$ cat src/arbs_pkg.sv
/*
  Shared constants of the converter result sequencer: widths, slot count,
  the DMA block length and reset values.
  Assumes a single clock domain at 10 MHz and an active-low asynchronous reset.
*/
package arbs_pkg;

  // ***************************************************************
  // Timing
  // ***************************************************************
  localparam int CLK_PERIOD_NS = 100;

  // ***************************************************************
  // Widths and counts
  // ***************************************************************
  localparam int RESULT_W      = 12;
  localparam int SLOT_COUNT    = 16;
  localparam int SLOT_IDX_W    = 4;
  localparam int PER_EVENT_W   = 5;
  localparam int DMA_BLOCK     = 32;
  localparam int DMA_CNT_W     = 5;
  localparam int FIFO_DEPTH    = 2;

  // ***************************************************************
  // Reset values and fixed slots
  // ***************************************************************
  localparam logic [SLOT_IDX_W-1:0]  SLOT_FIRST    = 4'h0;
  localparam logic [SLOT_IDX_W-1:0]  SLOT_LAST     = 4'hF;
  localparam logic [PER_EVENT_W-1:0] EVENT_CNT_RST = 5'h00;
  localparam logic [DMA_CNT_W-1:0]   DMA_CNT_RST   = 5'h00;
  localparam logic [DMA_CNT_W-1:0]   DMA_CNT_LAST  = 5'h1F;
  localparam logic [RESULT_W-1:0]    RESULT_RST    = 12'h000;

endpackage

$ cat src/arbs_fifo2.sv
/*
  Small valid/ready buffer that sits in the DMA result path.
  Assumes the writer honours in_ready_out and the reader may stall at will.
*/
`timescale 1ns/1ps

module arbs_fifo2 #(
  parameter int WIDTH = 12,
  parameter int DEPTH = 2
) (
  input  wire logic             clk_in,
  input  wire logic             rst_b_in,
  input  wire logic             in_valid_in,
  output logic                  in_ready_out,
  input  wire logic [WIDTH-1:0] in_data_in,
  output logic                  out_valid_out,
  input  wire logic             out_ready_in,
  output logic [WIDTH-1:0]      out_data_out
);

  localparam int PW = (DEPTH > 1) ? $clog2(DEPTH) : 1;
  localparam logic [PW:0] DEPTH_C = (PW+1)'(DEPTH);
  localparam logic [PW-1:0] LAST_C = PW'(DEPTH - 1);

  logic [WIDTH-1:0] mem_r [DEPTH];
  logic [PW-1:0]    wr_ptr_r;
  logic [PW-1:0]    rd_ptr_r;
  logic [PW:0]      count_r;
  logic             push;
  logic             pop;

  function automatic logic [PW-1:0] arbs_wrap_inc(input logic [PW-1:0] p);
    arbs_wrap_inc = (p == LAST_C) ? '0 : p + 1'b1;
  endfunction

  assign in_ready_out  = (count_r != DEPTH_C);
  assign out_valid_out = (count_r != '0);
  assign out_data_out  = mem_r[rd_ptr_r];
  assign push          = in_valid_in && in_ready_out;
  assign pop           = out_valid_out && out_ready_in;

  always_ff @(posedge clk_in or negedge rst_b_in)
  begin
    if (!rst_b_in)
    begin
      for (int i = 0; i < DEPTH; i++)
      begin
        mem_r[i] <= '0;
      end
    end
    else if (push)
    begin
      mem_r[wr_ptr_r] <= in_data_in;
    end
  end

  always_ff @(posedge clk_in or negedge rst_b_in)
  begin
    if (!rst_b_in)
    begin
      wr_ptr_r <= '0;
      rd_ptr_r <= '0;
      count_r  <= '0;
    end
    else
    begin
      if (push)
      begin
        wr_ptr_r <= arbs_wrap_inc(wr_ptr_r);
      end
      if (pop)
      begin
        rd_ptr_r <= arbs_wrap_inc(rd_ptr_r);
      end
      if (push && !pop)
      begin
        count_r <= count_r + 1'b1;
      end
      else if (pop && !push)
      begin
        count_r <= count_r - 1'b1;
      end
    end
  end

endmodule

$ cat src/arbs_slot_store.sv
/*
  Result slots held in flip-flops, one write port and one registered read port.
  Assumes indices are valid slot numbers; a write and a read may share a cycle.
*/
`timescale 1ns/1ps

module arbs_slot_store #(
  parameter int WIDTH = 12,
  parameter int SLOTS = 16,
  parameter int IDX_W = 4
) (
  input  wire logic             clk_in,
  input  wire logic             rst_b_in,
  input  wire logic             wr_en_in,
  input  wire logic [IDX_W-1:0] wr_index_in,
  input  wire logic [WIDTH-1:0] wr_data_in,
  input  wire logic [IDX_W-1:0] rd_index_in,
  output logic [WIDTH-1:0]      rd_data_out
);

  logic [WIDTH-1:0] slot_r [SLOTS];

  always_ff @(posedge clk_in or negedge rst_b_in)
  begin
    if (!rst_b_in)
    begin
      for (int i = 0; i < SLOTS; i++)
      begin
        slot_r[i] <= '0;
      end
    end
    else if (wr_en_in)
    begin
      slot_r[wr_index_in] <= wr_data_in;
    end
  end

  always_ff @(posedge clk_in or negedge rst_b_in)
  begin
    if (!rst_b_in)
    begin
      rd_data_out <= '0;
    end
    else
    begin
      rd_data_out <= slot_r[rd_index_in];
    end
  end

endmodule

$ cat src/arbs_top.sv
/*
  Result routing and sequencing around a converter core: slot pointer,
  per-event interrupt and scan restart, DMA single-slot mode with address
  advance, and the conversion-done flag.
  Assumes the converter core gives one-cycle start and done pulses in the
  clk_in domain, and that configuration inputs change only between conversions.
*/
`timescale 1ns/1ps

module arbs_top #(
  parameter int RESULT_W = arbs_pkg::RESULT_W
) (
  input  wire logic                               clk_in,
  input  wire logic                               rst_b_in,
  input  wire logic                               conv_start_in,
  input  wire logic                               conv_done_in,
  input  wire logic [RESULT_W-1:0]                conv_result_in,
  input  wire logic [arbs_pkg::PER_EVENT_W-1:0]   conversions_per_event_in,
  input  wire logic                               channel_scan_enable_in,
  input  wire logic                               dma_mode_select_in,
  input  wire logic                               int_enable_in,
  input  wire logic                               done_clear_in,
  input  wire logic [arbs_pkg::SLOT_IDX_W-1:0]    rd_index_in,
  input  wire logic                               dma_ready_in,
  output logic                                    conv_ready_out,
  output logic                                    done_flag_out,
  output logic                                    int_flag_out,
  output logic                                    irq_out,
  output logic                                    scan_restart_out,
  output logic                                    dma_addr_advance_out,
  output logic                                    overrun_out,
  output logic [arbs_pkg::SLOT_IDX_W-1:0]         slot_ptr_out,
  output logic [RESULT_W-1:0]                     rd_data_out,
  output logic                                    dma_valid_out,
  output logic [RESULT_W-1:0]                     dma_data_out
);

  // ***************************************************************
  // Declarations
  // ***************************************************************
  logic [arbs_pkg::SLOT_IDX_W-1:0]  slot_ptr_r;
  logic [arbs_pkg::SLOT_IDX_W-1:0]  slot_ptr_nxt;
  logic [arbs_pkg::PER_EVENT_W-1:0] event_cnt_r;
  logic [arbs_pkg::DMA_CNT_W-1:0]   dma_cnt_r;
  logic [arbs_pkg::SLOT_IDX_W-1:0]  wr_index;
  logic                             event_now;
  logic                             fifo_in_ready;
  logic                             fifo_push;
  logic                             done_flag_r;
  logic                             int_flag_r;
  logic                             irq_r;
  logic                             scan_restart_r;
  logic                             dma_adv_r;
  logic                             overrun_r;

  function automatic logic [arbs_pkg::SLOT_IDX_W-1:0] arbs_slot_inc(
    input logic [arbs_pkg::SLOT_IDX_W-1:0] p
  );
    arbs_slot_inc = (p == arbs_pkg::SLOT_LAST) ? arbs_pkg::SLOT_FIRST : p + 1'b1;
  endfunction

  // ***************************************************************
  // Event point
  // ***************************************************************
  // A setting of k makes every (k+1)th completed conversion an event point.
  assign event_now = conv_done_in && (event_cnt_r == conversions_per_event_in);

  always_ff @(posedge clk_in or negedge rst_b_in)
  begin
    if (!rst_b_in)
    begin
      event_cnt_r <= arbs_pkg::EVENT_CNT_RST;
    end
    else if (event_now)
    begin
      event_cnt_r <= arbs_pkg::EVENT_CNT_RST;
    end
    else if (conv_done_in)
    begin
      event_cnt_r <= event_cnt_r + 1'b1;
    end
  end

  // ***************************************************************
  // Slot pointer
  // ***************************************************************
  // Outside DMA mode the slot is taken from the pointer alone, DMA mode writes SLOT_FIRST; the input channel never enters here.
  assign wr_index = dma_mode_select_in ? arbs_pkg::SLOT_FIRST : slot_ptr_r;

  always_comb
  begin
    slot_ptr_nxt = slot_ptr_r;
    if (dma_mode_select_in)
    begin
      slot_ptr_nxt = arbs_pkg::SLOT_FIRST;
    end
    else if (event_now)
    begin
      slot_ptr_nxt = arbs_pkg::SLOT_FIRST;
    end
    else if (conv_done_in)
    begin
      slot_ptr_nxt = arbs_slot_inc(slot_ptr_r);
    end
  end

  always_ff @(posedge clk_in or negedge rst_b_in)
  begin
    if (!rst_b_in)
    begin
      slot_ptr_r <= arbs_pkg::SLOT_FIRST;
    end
    else
    begin
      slot_ptr_r <= slot_ptr_nxt;
    end
  end

  assign slot_ptr_out = slot_ptr_r;

  arbs_slot_store #(
    .WIDTH (RESULT_W),
    .SLOTS (arbs_pkg::SLOT_COUNT),
    .IDX_W (arbs_pkg::SLOT_IDX_W)
  ) i_arbs_slot_store (
    .clk_in      (clk_in),
    .rst_b_in    (rst_b_in),
    .wr_en_in    (conv_done_in),
    .wr_index_in (wr_index),
    .wr_data_in  (conv_result_in),
    .rd_index_in (rd_index_in),
    .rd_data_out (rd_data_out)
  );

  // ***************************************************************
  // DMA path
  // ***************************************************************
  // The buffer absorbs a short reader stall; a longer one shows as overrun,
  // since the converter itself cannot be held off mid-conversion.
  assign fifo_push      = conv_done_in && dma_mode_select_in;
  assign conv_ready_out = !dma_mode_select_in || fifo_in_ready;

  arbs_fifo2 #(
    .WIDTH (RESULT_W),
    .DEPTH (arbs_pkg::FIFO_DEPTH)
  ) i_arbs_fifo2 (
    .clk_in        (clk_in),
    .rst_b_in      (rst_b_in),
    .in_valid_in   (fifo_push),
    .in_ready_out  (fifo_in_ready),
    .in_data_in    (conv_result_in),
    .out_valid_out (dma_valid_out),
    .out_ready_in  (dma_ready_in),
    .out_data_out  (dma_data_out)
  );

  always_ff @(posedge clk_in or negedge rst_b_in)
  begin
    if (!rst_b_in)
    begin
      dma_cnt_r <= arbs_pkg::DMA_CNT_RST;
      dma_adv_r <= 1'b0;
    end
    else
    begin
      dma_adv_r <= fifo_push && (dma_cnt_r == arbs_pkg::DMA_CNT_LAST);
      if (!dma_mode_select_in)
      begin
        dma_cnt_r <= arbs_pkg::DMA_CNT_RST;
      end
      else if (fifo_push)
      begin
        dma_cnt_r <= dma_cnt_r + 1'b1;
      end
    end
  end

  always_ff @(posedge clk_in or negedge rst_b_in)
  begin
    if (!rst_b_in)
    begin
      overrun_r <= 1'b0;
    end
    else
    begin
      overrun_r <= fifo_push && !fifo_in_ready;
    end
  end

  assign dma_addr_advance_out = dma_adv_r;
  assign overrun_out          = overrun_r;

  // ***************************************************************
  // Event outputs
  // ***************************************************************
  always_ff @(posedge clk_in or negedge rst_b_in)
  begin
    if (!rst_b_in)
    begin
      int_flag_r     <= 1'b0;
      irq_r          <= 1'b0;
      scan_restart_r <= 1'b0;
    end
    else
    begin
      int_flag_r     <= event_now;
      irq_r          <= event_now && int_enable_in;
      scan_restart_r <= event_now && channel_scan_enable_in;
    end
  end

  assign int_flag_out     = int_flag_r;
  assign irq_out          = irq_r;
  assign scan_restart_out = scan_restart_r;

  // ***************************************************************
  // Done flag
  // ***************************************************************
  // Completion wins over a clear in the same cycle so a result is never hidden.
  always_ff @(posedge clk_in or negedge rst_b_in)
  begin
    if (!rst_b_in)
    begin
      done_flag_r <= 1'b0;
    end
    else if (conv_done_in)
    begin
      done_flag_r <= 1'b1;
    end
    else if (conv_start_in || done_clear_in)
    begin
      done_flag_r <= 1'b0;
    end
  end

  assign done_flag_out = done_flag_r;

  // ***************************************************************
  // Assertions
  // ***************************************************************
  property p_irq_on_event;
    @(posedge clk_in) disable iff (!rst_b_in)
    event_now |=> (irq_out == $past(int_enable_in)) && int_flag_out;
  endproperty
  a_irq_on_event: assert property (p_irq_on_event) else $error("interrupt not raised at event");

  property p_irq_cause;
    @(posedge clk_in) disable iff (!rst_b_in)
    irq_out |-> $past(event_now) && $past(int_enable_in);
  endproperty
  a_irq_cause: assert property (p_irq_cause) else $error("interrupt without enabled event");

  property p_scan_restart;
    @(posedge clk_in) disable iff (!rst_b_in)
    scan_restart_out |-> $past(event_now) && $past(channel_scan_enable_in);
  endproperty
  a_scan_restart: assert property (p_scan_restart) else $error("scan restart without event");

  property p_ptr_reset;
    @(posedge clk_in) disable iff (!rst_b_in)
    (event_now && !dma_mode_select_in) |=> (slot_ptr_out == arbs_pkg::SLOT_FIRST);
  endproperty
  a_ptr_reset: assert property (p_ptr_reset) else $error("slot pointer not reset at event");

  property p_dma_adv_only;
    @(posedge clk_in) disable iff (!rst_b_in)
    dma_addr_advance_out |-> $past(dma_mode_select_in) && $past(conv_done_in);
  endproperty
  a_dma_adv_only: assert property (p_dma_adv_only) else $error("dma advance outside dma mode");

  property p_dma_adv_32;
    @(posedge clk_in) disable iff (!rst_b_in)
    (fifo_push && dma_cnt_r == arbs_pkg::DMA_CNT_LAST) |=> dma_addr_advance_out && (dma_cnt_r == arbs_pkg::DMA_CNT_RST);
  endproperty
  a_dma_adv_32: assert property (p_dma_adv_32) else $error("dma advance not on 32nd result");

  property p_dma_slot_first;
    @(posedge clk_in) disable iff (!rst_b_in)
    dma_mode_select_in |-> (wr_index == arbs_pkg::SLOT_FIRST);
  endproperty
  a_dma_slot_first: assert property (p_dma_slot_first) else $error("dma result not in first slot");

  property p_ptr_step;
    @(posedge clk_in) disable iff (!rst_b_in)
    (conv_done_in && !event_now && !dma_mode_select_in) |=> (slot_ptr_out == arbs_slot_inc($past(slot_ptr_out)));
  endproperty
  a_ptr_step: assert property (p_ptr_step) else $error("slot pointer did not step");

  property p_ptr_by_order;
    @(posedge clk_in) disable iff (!rst_b_in)
    !dma_mode_select_in |-> (wr_index == slot_ptr_out);
  endproperty
  a_ptr_by_order: assert property (p_ptr_by_order) else $error("slot not chosen by order");

  property p_done_set_hold;
    @(posedge clk_in) disable iff (!rst_b_in)
    conv_done_in ##1 (!conv_start_in && !done_clear_in) [*2] |-> done_flag_out;
  endproperty
  a_done_set_hold: assert property (p_done_set_hold) else $error("done flag lost before start");

  property p_done_clear_start;
    @(posedge clk_in) disable iff (!rst_b_in)
    (conv_start_in && !conv_done_in) |=> !done_flag_out;
  endproperty
  a_done_clear_start: assert property (p_done_clear_start) else $error("done flag not cleared at start");

  c_event_irq: cover property (@(posedge clk_in) disable iff (!rst_b_in) irq_out && scan_restart_out);
  c_ptr_wrap: cover property (@(posedge clk_in) disable iff (!rst_b_in)
    slot_ptr_out == arbs_pkg::SLOT_LAST ##1 slot_ptr_out == arbs_pkg::SLOT_FIRST);
  c_dma_adv: cover property (@(posedge clk_in) disable iff (!rst_b_in) dma_addr_advance_out);
  c_overrun: cover property (@(posedge clk_in) disable iff (!rst_b_in) overrun_out);

endmodule

$ cat config.mk
export PLATFORM = sky130hd
export DESIGN_NAME = arbs_top
export DESIGN_NICKNAME = d
export VERILOG_FILES = /design/src/arbs_pkg.sv /design/src/arbs_fifo2.sv /design/src/arbs_slot_store.sv /design/src/arbs_top.sv
export SDC_FILE = /design/constraint.sdc
export NUM_CORES = 1
export LEC_CHECK = 0
export ABC_CLOCK_PERIOD_IN_PS = 2100
export BUFFER_PORTS_ARGS = -buffer_cell sky130_fd_sc_hd__buf_2
export CORE_AREA = 2 2 130 227
export CTS_CLUSTER_DIAMETER = 60
export DETAILED_ROUTE_END_ITERATION = 8
export DIE_AREA = 0 0 132 229
export HOLD_SLACK_MARGIN = 0.1
export SLEW_MARGIN = 20
export SYNTH_ARGS = -nofsm -noshare
export SYNTH_HDL_FRONTEND = slang
export SYNTH_SLANG_ARGS = --single-unit
$ cat constraint.sdc
create_clock -name clk_in -period 2.1 [get_ports clk_in]
set_input_delay 0.21 -clock clk_in [delete_from_list [all_inputs] [get_ports clk_in]]
set_output_delay 0.21 -clock clk_in [all_outputs]
set_load 0.05 [all_outputs]
# After elaboration in Yosys (flattened, before gate mapping)
# Index checks and enable logic that the tools add are counted.
# totals
regBits	252
output_inout_bits	36
word_cells	103
# op_classes
add_sub_neg	7
magnitude_cmp	6
n_eq_ne	5
n_mux	27
n_bitwise	4
reduce_logical	23
# ops
operator	n
192-bit bitwise mux	1
12-bit 2-to-1 mux	7
12-bit binary-select mux with 4-bit select	1
12-bit demux with 4-bit select	1
24-bit bitwise mux	1
4-bit 2-to-1 mux	5
5-bit 2-to-1 mux	4
12-bit demux with 1-bit select	1
1-bit logical AND	12
5-bit by 1-bit adder with 5-bit output (second input constant)	2
5-bit greater-or-equal comparator (second input constant)	2
4-bit inverter with 5-bit output	2
2-bit nonzero test	4
5-bit equality test	1
5-bit equality test (second input constant)	1
5-bit by 1-bit less-than comparator with 1-bit output (second input constant)	1
4-bit by 1-bit adder with 4-bit output (second input constant)	1
4-bit equality test (second input constant)	1
2-bit greater-or-equal comparator (second input constant)	2
1-bit logical NOT	4
1-bit 2-to-1 mux	4
2-bit 2-to-1 mux	2
1-bit inverter with 2-bit output	2
3-bit nonzero test	1
other kinds (7)	9

# Logic depth before layout (Yosys ltp)
# Gate-level depths: netlist (run 1).
# depth
depth_word	7
mapped_depth	6
mapped_depth_nobuf	6

# By module
# From an unflattened synthesis (run 1), not the netlist that was laid out.
# unflattened
cells_unflattened	725
area_unflattened_um2	11308.3
# modules_own_cells
mod	instances	cells_each	area_each_um2
arbs_slot_store	1	552	8974.9
arbs_fifo2	1	80	1332.5
arbs_top	1	93	1001.0

# Worst setup path after synthesis (run 1)
# Ideal clock, no wire load.
# synth_path
path_kind	register to register
start	register slot_ptr_r, in the netlist slot_ptr_out[1]
end	register i_arbs_slot_store.slot_r[13] in the netlist's numbering
setup_ns	0.125
t_arrival_ns	1.882
t_required_ns	1.975
path_slack_ns	0.094
stages_incl_launch_ff	6
synth_period_minus_slack_ns	2.006
path_cell_list	dfrtp_1 buf_2 nor3b_2 and3_1 buf_4 mux2_2
# synth_via
elab_chain_cells	7
elab_cells_between_ends	8
# synth_rtl
item	line_no	rtl
from (decl)	arbs_top.sv:41	logic [arbs_pkg::SLOT_IDX_W-1:0] slot_ptr_r;
from (signal assigned)	arbs_top.sv:111	slot_ptr_r <= arbs_pkg::SLOT_FIRST;
from (signal assigned)	arbs_top.sv:115	slot_ptr_r <= slot_ptr_nxt;
4-bit 2-to-1 mux (*)	arbs_top.sv:88	assign wr_index = dma_mode_select_in ? arbs_pkg::SLOT_FIRST : slot_ptr_r;
4-bit inverter with 5-bit output (implied by the code) (*)	arbs_slot_store.sv:34	slot_r[wr_index_in] <= wr_data_in;
5-bit greater-or-equal comparator (implied by the code) or 5-bit by 1-bit less-than comparator with 1-bit output (tied branches)	arbs_slot_store.sv:34	
1-bit logical AND (implied by the code)	arbs_slot_store.sv:34	
12-bit 2-to-1 mux (implied by the code)	arbs_slot_store.sv:34	
12-bit demux with 4-bit select (*)	arbs_slot_store.sv:34	
192-bit bitwise mux (*)	arbs_slot_store.sv:34	
to (signal, indexed assignment)	arbs_slot_store.sv:34	
to (decl)	arbs_slot_store.sv:21	logic [WIDTH-1:0] slot_r [SLOTS];
# Mark *: on every way between the ends. The rest lies on a longest branch, timed or not.
# A chain may end at the register's enable or synchronous reset.

# Worst setup path in the final report (run 1)
# layout_path
start	register i_arbs_fifo2.rd_ptr_r
end	output port dma_data_out[5]
# layout_via
elab_chain_cells	4
# layout_rtl
item	line_no	rtl
from (decl)	arbs_fifo2.sv:27	logic [PW-1:0] rd_ptr_r;
from (signal assigned)	arbs_fifo2.sv:73	rd_ptr_r <= arbs_wrap_inc(rd_ptr_r);
1-bit inverter with 2-bit output (implied by the code)	arbs_fifo2.sv:38	assign out_data_out = mem_r[rd_ptr_r];
12-bit 2-to-1 mux (implied by the code) (3 in a row)	arbs_fifo2.sv:38	
to (decl)	arbs_top.sv:35	output logic [RESULT_W-1:0] dma_data_out
# Every way passes these cells. The select of a mux whose other input is x is not followed.

==> results of run 1 <==
critical path, cell delays in order (launching register included):
cell and delay, ns:
dfrtp_2 0.57, mux2_2 0.39, buf_2 0.21
layer usage:
layer | global-route usage, % | vias to the layer above | routed length (microns)
met5 | 0 | - | 23
met4 | 5.469 | 4 | 570
met3 | 2.390 | 33 | 776
met2 | 32.96 | 99 | 14050
met1 | 19.40 | 3368 | 9623
li1 | - | 2799 | -
flip-flops by register name (all words and copies together) (netlist names):
signal / flops
i_arbs_fifo2.count_r: 2
done_flag_out: 1
event_cnt_r: 5
i_arbs_slot_store.rd_data_out: 12
i_arbs_fifo2.rd_ptr_r: 1
int_flag_out: 1
overrun_out: 1
i_arbs_slot_store.slot_r: 192
dma_cnt_r: 5
i_arbs_fifo2.wr_ptr_r: 1
dma_addr_advance_out: 1
i_arbs_fifo2.mem_r: 24
irq_out: 1
scan_restart_out: 1
slot_ptr_out: 4
cell usage in the layout, fill, tap and decap left out, drive strengths merged, types with 2 or more instances in the layout:
cell         netlist  routed
nor3               3       3
nand4              4       4
and2               6       6
nor4               3       3
nand2             35      35
buf               33     103
a21oi              2       2
inv                2       2
mux4              48      48
dfrtp            252     252
xnor2              5       5
dlygate4sd3        0       7
nor2b              7       7
nor3b              4       4
clkbuf            20      34
o21ai              4       4
a22oi             24      24
mux2i              2       2
xor2              11      11
ha                 5       5
bufinv             0       2
mux2             230     230
and3               6       6
clkinv             0       4
nor2              10      10
logic make-up (layout without fill, tap and decap cells):
kind of cell / after synthesis / after routing / synth area share (%)
multiplexers: 280 / 280 / 33.05
buffers and inverters: 55 / 152 / 2.476
flip-flops: 252 / 252 / 56.47
adder cells (fa/ha/maj): 5 / 5 / 0.5602
XOR/XNOR: 16 / 16 / 1.255
AO/OA/AOI/OAI: 35 / 35 / 2.241
AND/OR/NAND/NOR: 82 / 82 / 3.944
layout make-up:
class	count	area, sq um
well taps	378	473.0
repair buffers	110	743.2
flip-flops and latches	252	6307
clock buffers	34	689.4
multi-input cells	418	4598
clock inverters	6	80.08
inverters	2	7.507
fillers	2541	15520
through the flow:
stage               instances  utilization [%]
finish                   1200            45.39
global route             1200            45.39
CTS                      1200            45.39
floorplan                 725                -
global placement         1153            42.43
detailed placement       1153            42.43
final timing paths:
check,from,endpoint,slack [ns]
max,i_arbs_fifo2.rd_ptr_r,dma_data_out[5],0.19
min,conversions_per_event_in[0],event_cnt_r[0],0.12
max reg2reg,slot_ptr_out[1],i_arbs_slot_store.slot_r[15],0.26
min reg2reg,i_arbs_slot_store.slot_r[53],i_arbs_slot_store.slot_r[53],0.48
max in group asynchronous,rst_b_in,i_arbs_slot_store.rd_data_out[3],1.08
min in group asynchronous,rst_b_in,i_arbs_slot_store.slot_r[0],0.19
report_power, final:
part	internal [mW]	switching, mW
logic	1.20	1.60
clock network	2.52	1.79
registers	5.55	0.429
what timing repair did:
| item | in CTS | in global routing |
|---|---|---|
| setup buffers | 0 | 0 |
| hold buffers | 7 | 0 |
| endpoints found under the hold margin | 207 | 0 |
| resized for setup | 1 | 0 |
| endpoints found under the setup margin | 12 | 0 |
==> out/results.tsv, run 1 <==
metric	value	unit
clock_skew	0.01055	ns
cp.arrival	1.70	ns
finalPower	13.08	mW
die-area	30230	sq um
track_usage	17.19	%
dieHeight	229	microns
drcViolationCount	0	
numPortBuffers	65	
hpwl	16590	microns
synthArstFlopShare	100.0	%
antenna_found_initial	2	
syn_area_per_cell	15.40	sq um
synth_warnings	0	
h-tree-depth	1	
cap_viol_max_count	0	
io_pins	66	
avgRoutedWirePerCell	20.87	microns
setup_ws	0.1942	ns
synth_top_cell_by_area	dfrtp_1	
grt_pass1_wl	40430	microns
die_x	132	microns
crit_required	1.89	ns
synth_flop_cell	dfrtp_1	
clk_latency	0.53	ns
max-vdd-ir-drop	0.0007483	V
layout.nets	843	
firstDrtPassIters	4	
rr_worst_depth	4	
leakagePower	6.165	nW
synth_area	11170	sq um
postRouteAntennaNets	0	
via_per_inst	5.253	
place_area	12060	sq um
relSlewSlack	48.37	%
drt-initial-drc-count	251	
post-route-period-util	90.75	%
synth_most_common_cell	dfrtp_1	
finalSetupViolations	0	
tns	0	ns
drv_slew	0	
place.gp.congestion	0.7495	
p_per_area	1014	nW/um^2
grt_max_degree	62	
initial_core_util	39.29	%
ys_ff_latch	252	
synth_edf_count	0	
design_area	12900	sq um
synth_area_leaders	dfrtp_1, mux2_2, mux4_2, a22oi_1, nand2_1	
dp_slack	0.2095	ns
clkSinkCount	252	
final_layout_size_suffix_gt1_share	51.22	%
min_period	1.906	ns
vias	6303	
clock_path_buffers	3	
whs	0.1222	ns
ys_types	36	
syn_inst	725	
cts_root_buffer	clkbuf_16	
cts_buffers	24	
min_path_type	input port to flop	
crit_path_start_kind	flop	
path_clk_slew	0.06	ns
end_kind	output port	
hold_violations	0	
clock.fmax	0.5247	GHz
antenna_cells	0	
synth_top_area_share	56.47	%
cp_max_fo	13	
syn_to_final_growth	15.51	%
syn-num-nets	760	
yosysSeqAreaShare	56.47	%
wirelength	25040	microns
ys_top_cells_by_count	dfrtp_1, mux2_2, mux4_2	
path_class	flop to output port	
num_rows	82	
overflow	0	
rsz0062_at_grt	false	
core	28420	sq um
outcome	finished, final reports clean	
worst_pin_slew	0.7729	ns
hold_depth	4	
cts_tree	done	
grt_pass1_vias	7035	
No activity file was read; power rests on OpenSTA's default activity.
==> inputs of run 2 (changes only) <==
CORE_AREA = 2 2 123 214   (was 2 2 130 227)
DIE_AREA = 0 0 125 216   (was 0 0 132 229)
==> run 2 against run 1 <==
Total power grew 0.47%. Clock power barely moved. Register-to-register slack got worse by 0.03 ns. Largest cell class unchanged. Maximum frequency up 1.8%. Non-clock buffer count rose by 2. Via count up 2.9%. Critical path depth stayed put. Flip-flop and latch count is the same. Clock-buffer cell count grew 1. Global-route usage increased by 3.0 points. Design area down 0.23%. Critical endpoint is now dma_data_out[7]. Hold slack gained 0.057 ns.
==> out/results.tsv, run 2 (same netlist as run 1, synthesis figures left out) <==
metric	value	unit
min-delay-start	conv_result_in[2]	
crit_required	1.89	ns
clock.fmax	0.5340	GHz
whs	0.1792	ns
reg2reg_from	slot_ptr_out[1]	
worst_pin_slew	0.7178	ns
final_cells	1143	
dp.cells	1091	
place_area	12000	sq um
path_clk_slew	0.07	ns
place.gp.congestion	0.7728	
die_x	125	microns
leakagePower	6.189	nW
clk_latency	0.52	ns
max-vdd-ir-drop	0.0006526	V
path_class	flop to output port	
overflow	0	
p_per_area	1021	nW/um^2
drv_slew	0	
crit_path_start_kind	flop	
hold_violations	0	
finalSetupViolations	0	
drcViolationCount	0	
via_per_inst	5.672	
outcome	finished, final reports clean	
min_path_type	input port to flop	
initial_core_util	44.24	%
io_pins	66	
design_area	12870	sq um
grt_max_degree	69	
largestRegisters	i_arbs_slot_store.slot_r x192, i_arbs_fifo2.mem_r x24, i_arbs_slot_store.rd_data_out x12	
clock_skew	0.008496	ns
rsz0062_at_grt	false	
end_kind	output port	
hold_depth	2	
die-area	27000	sq um
grt_pass1_vias	7238	
rr_worst_depth	4	
grt_pass1_wl	41970	microns
hpwl	17490	microns
num_rows	77	
finalPower	13.14	mW
holdPathEnd	i_arbs_fifo2.mem_r[2]	
wirelength	26430	microns
cts_tree	done	
syn_to_final_growth	15.24	%
tns	0	ns
cp_max_fo	13	
antenna_found_initial	1	
vias	6483	
track_usage	20.17	%
clock_path_buffers	3	
layout.nets	845	
h-tree-depth	1	
drt-initial-drc-count	405	
r2r_end	i_arbs_slot_store.slot_r[22]	
final_layout_size_suffix_gt1_share	51.39	%
core	25240	sq um
numPortBuffers	65	
cap_viol_max_count	0	
dieHeight	216	microns
cts_root_buffer	clkbuf_16	
clkSinkCount	252	
avgRoutedWirePerCell	23.13	microns
post-route-period-util	89.17	%
largest_reg_flops	192	
min_period	1.873	ns
reg2reg_slack	0.23	ns
cts_buffers	24	
relSlewSlack	52.15	%
fillCellCount	2177	
top_register	i_arbs_slot_store.slot_r	
postRouteAntennaNets	0	
cp.arrival	1.66	ns
layout_commonest_cell	dfrtp_1	
antenna_cells	0	
final_cell_mix	dfrtp_1, mux2_2, buf_2	
firstDrtPassIters	4	
## run 2: cell count changes in the layout (fill, tap and decap cells not counted), sizes merged
cell / before / now
clkinv: 4 / 6
clkinvlp: 0 / 1
bufinv: 2 / 1
clkbuf: 34 / 35
dlygate4sd3: 7 / 9
## run 2: layout make-up
cell class / count / area [sq um] / share of cell area, %
Clock buffer: 35 / 713.2 / 5.542
Inverter: 2 / 7.507 / 0.05834
Multi-Input combinational cell: 418 / 4589 / 35.66
Tap cell: 316 / 395.4 / 3.072
Clock inverter: 8 / 67.56 / 0.5250
Timing Repair Buffer: 112 / 788.3 / 6.125
Sequential cell: 252 / 6307 / 49.01
## run 2: what timing repair did
item,in CTS,in global routing
gates resized for setup,0,1
buffers inserted,0,0
endpoints found under the setup margin,0,12
hold buffers,9,0
endpoints found under the hold margin,113,0
## run 2: metrics by stage
step / setup slack [ns] / util [%]
after floorplan: 0.09361 / -
after global placement: 0.2331 / 47.53
after detailed placement: 0.2252 / 47.53
after CTS: 0.03300 / 50.98
after global routing: 0.1344 / 50.98
final: 0.2275 / 50.98
## run 2: worst max path at each step
stage	slack [ns]	end	start	cells past startpoint
after floorplan	0.09	i_arbs_slot_store.slot_r[13]	slot_ptr_out[1]	5
after global placement	0.23	i_arbs_slot_store.rd_data_out[0]	rd_index_in[0]	5
after detailed placement	0.23	i_arbs_slot_store.rd_data_out[0]	rd_index_in[0]	5
after CTS	0.03	dma_data_out[7]	i_arbs_fifo2.rd_ptr_r	2
after global routing	0.13	i_arbs_slot_store.slot_r[34]	slot_ptr_out[0]	4
final	0.23	dma_data_out[7]	i_arbs_fifo2.rd_ptr_r	2
## run 2: power breakdown
part	total (mW)	switching (mW)	internal [mW]
Clock	4.32	1.84	2.48
Combinational	2.81	1.62	1.19
Sequential	6.01	0.459	5.55
## run 2: critical path, cell delays in order, from the launching register on
cell     delay, ns
dfrtp_2       0.55
mux2_2        0.38
buf_2         0.21
## run 2: metal layers
metal / vias up / GRT usage (%) / wire [microns]
met5: - / 0 / 7
met4: 2 / 6.889 / 755
met3: 44 / 3.099 / 931
met2: 124 / 37.81 / 14750
met1: 3489 / 23.25 / 9989
li1: 2824 / - / -
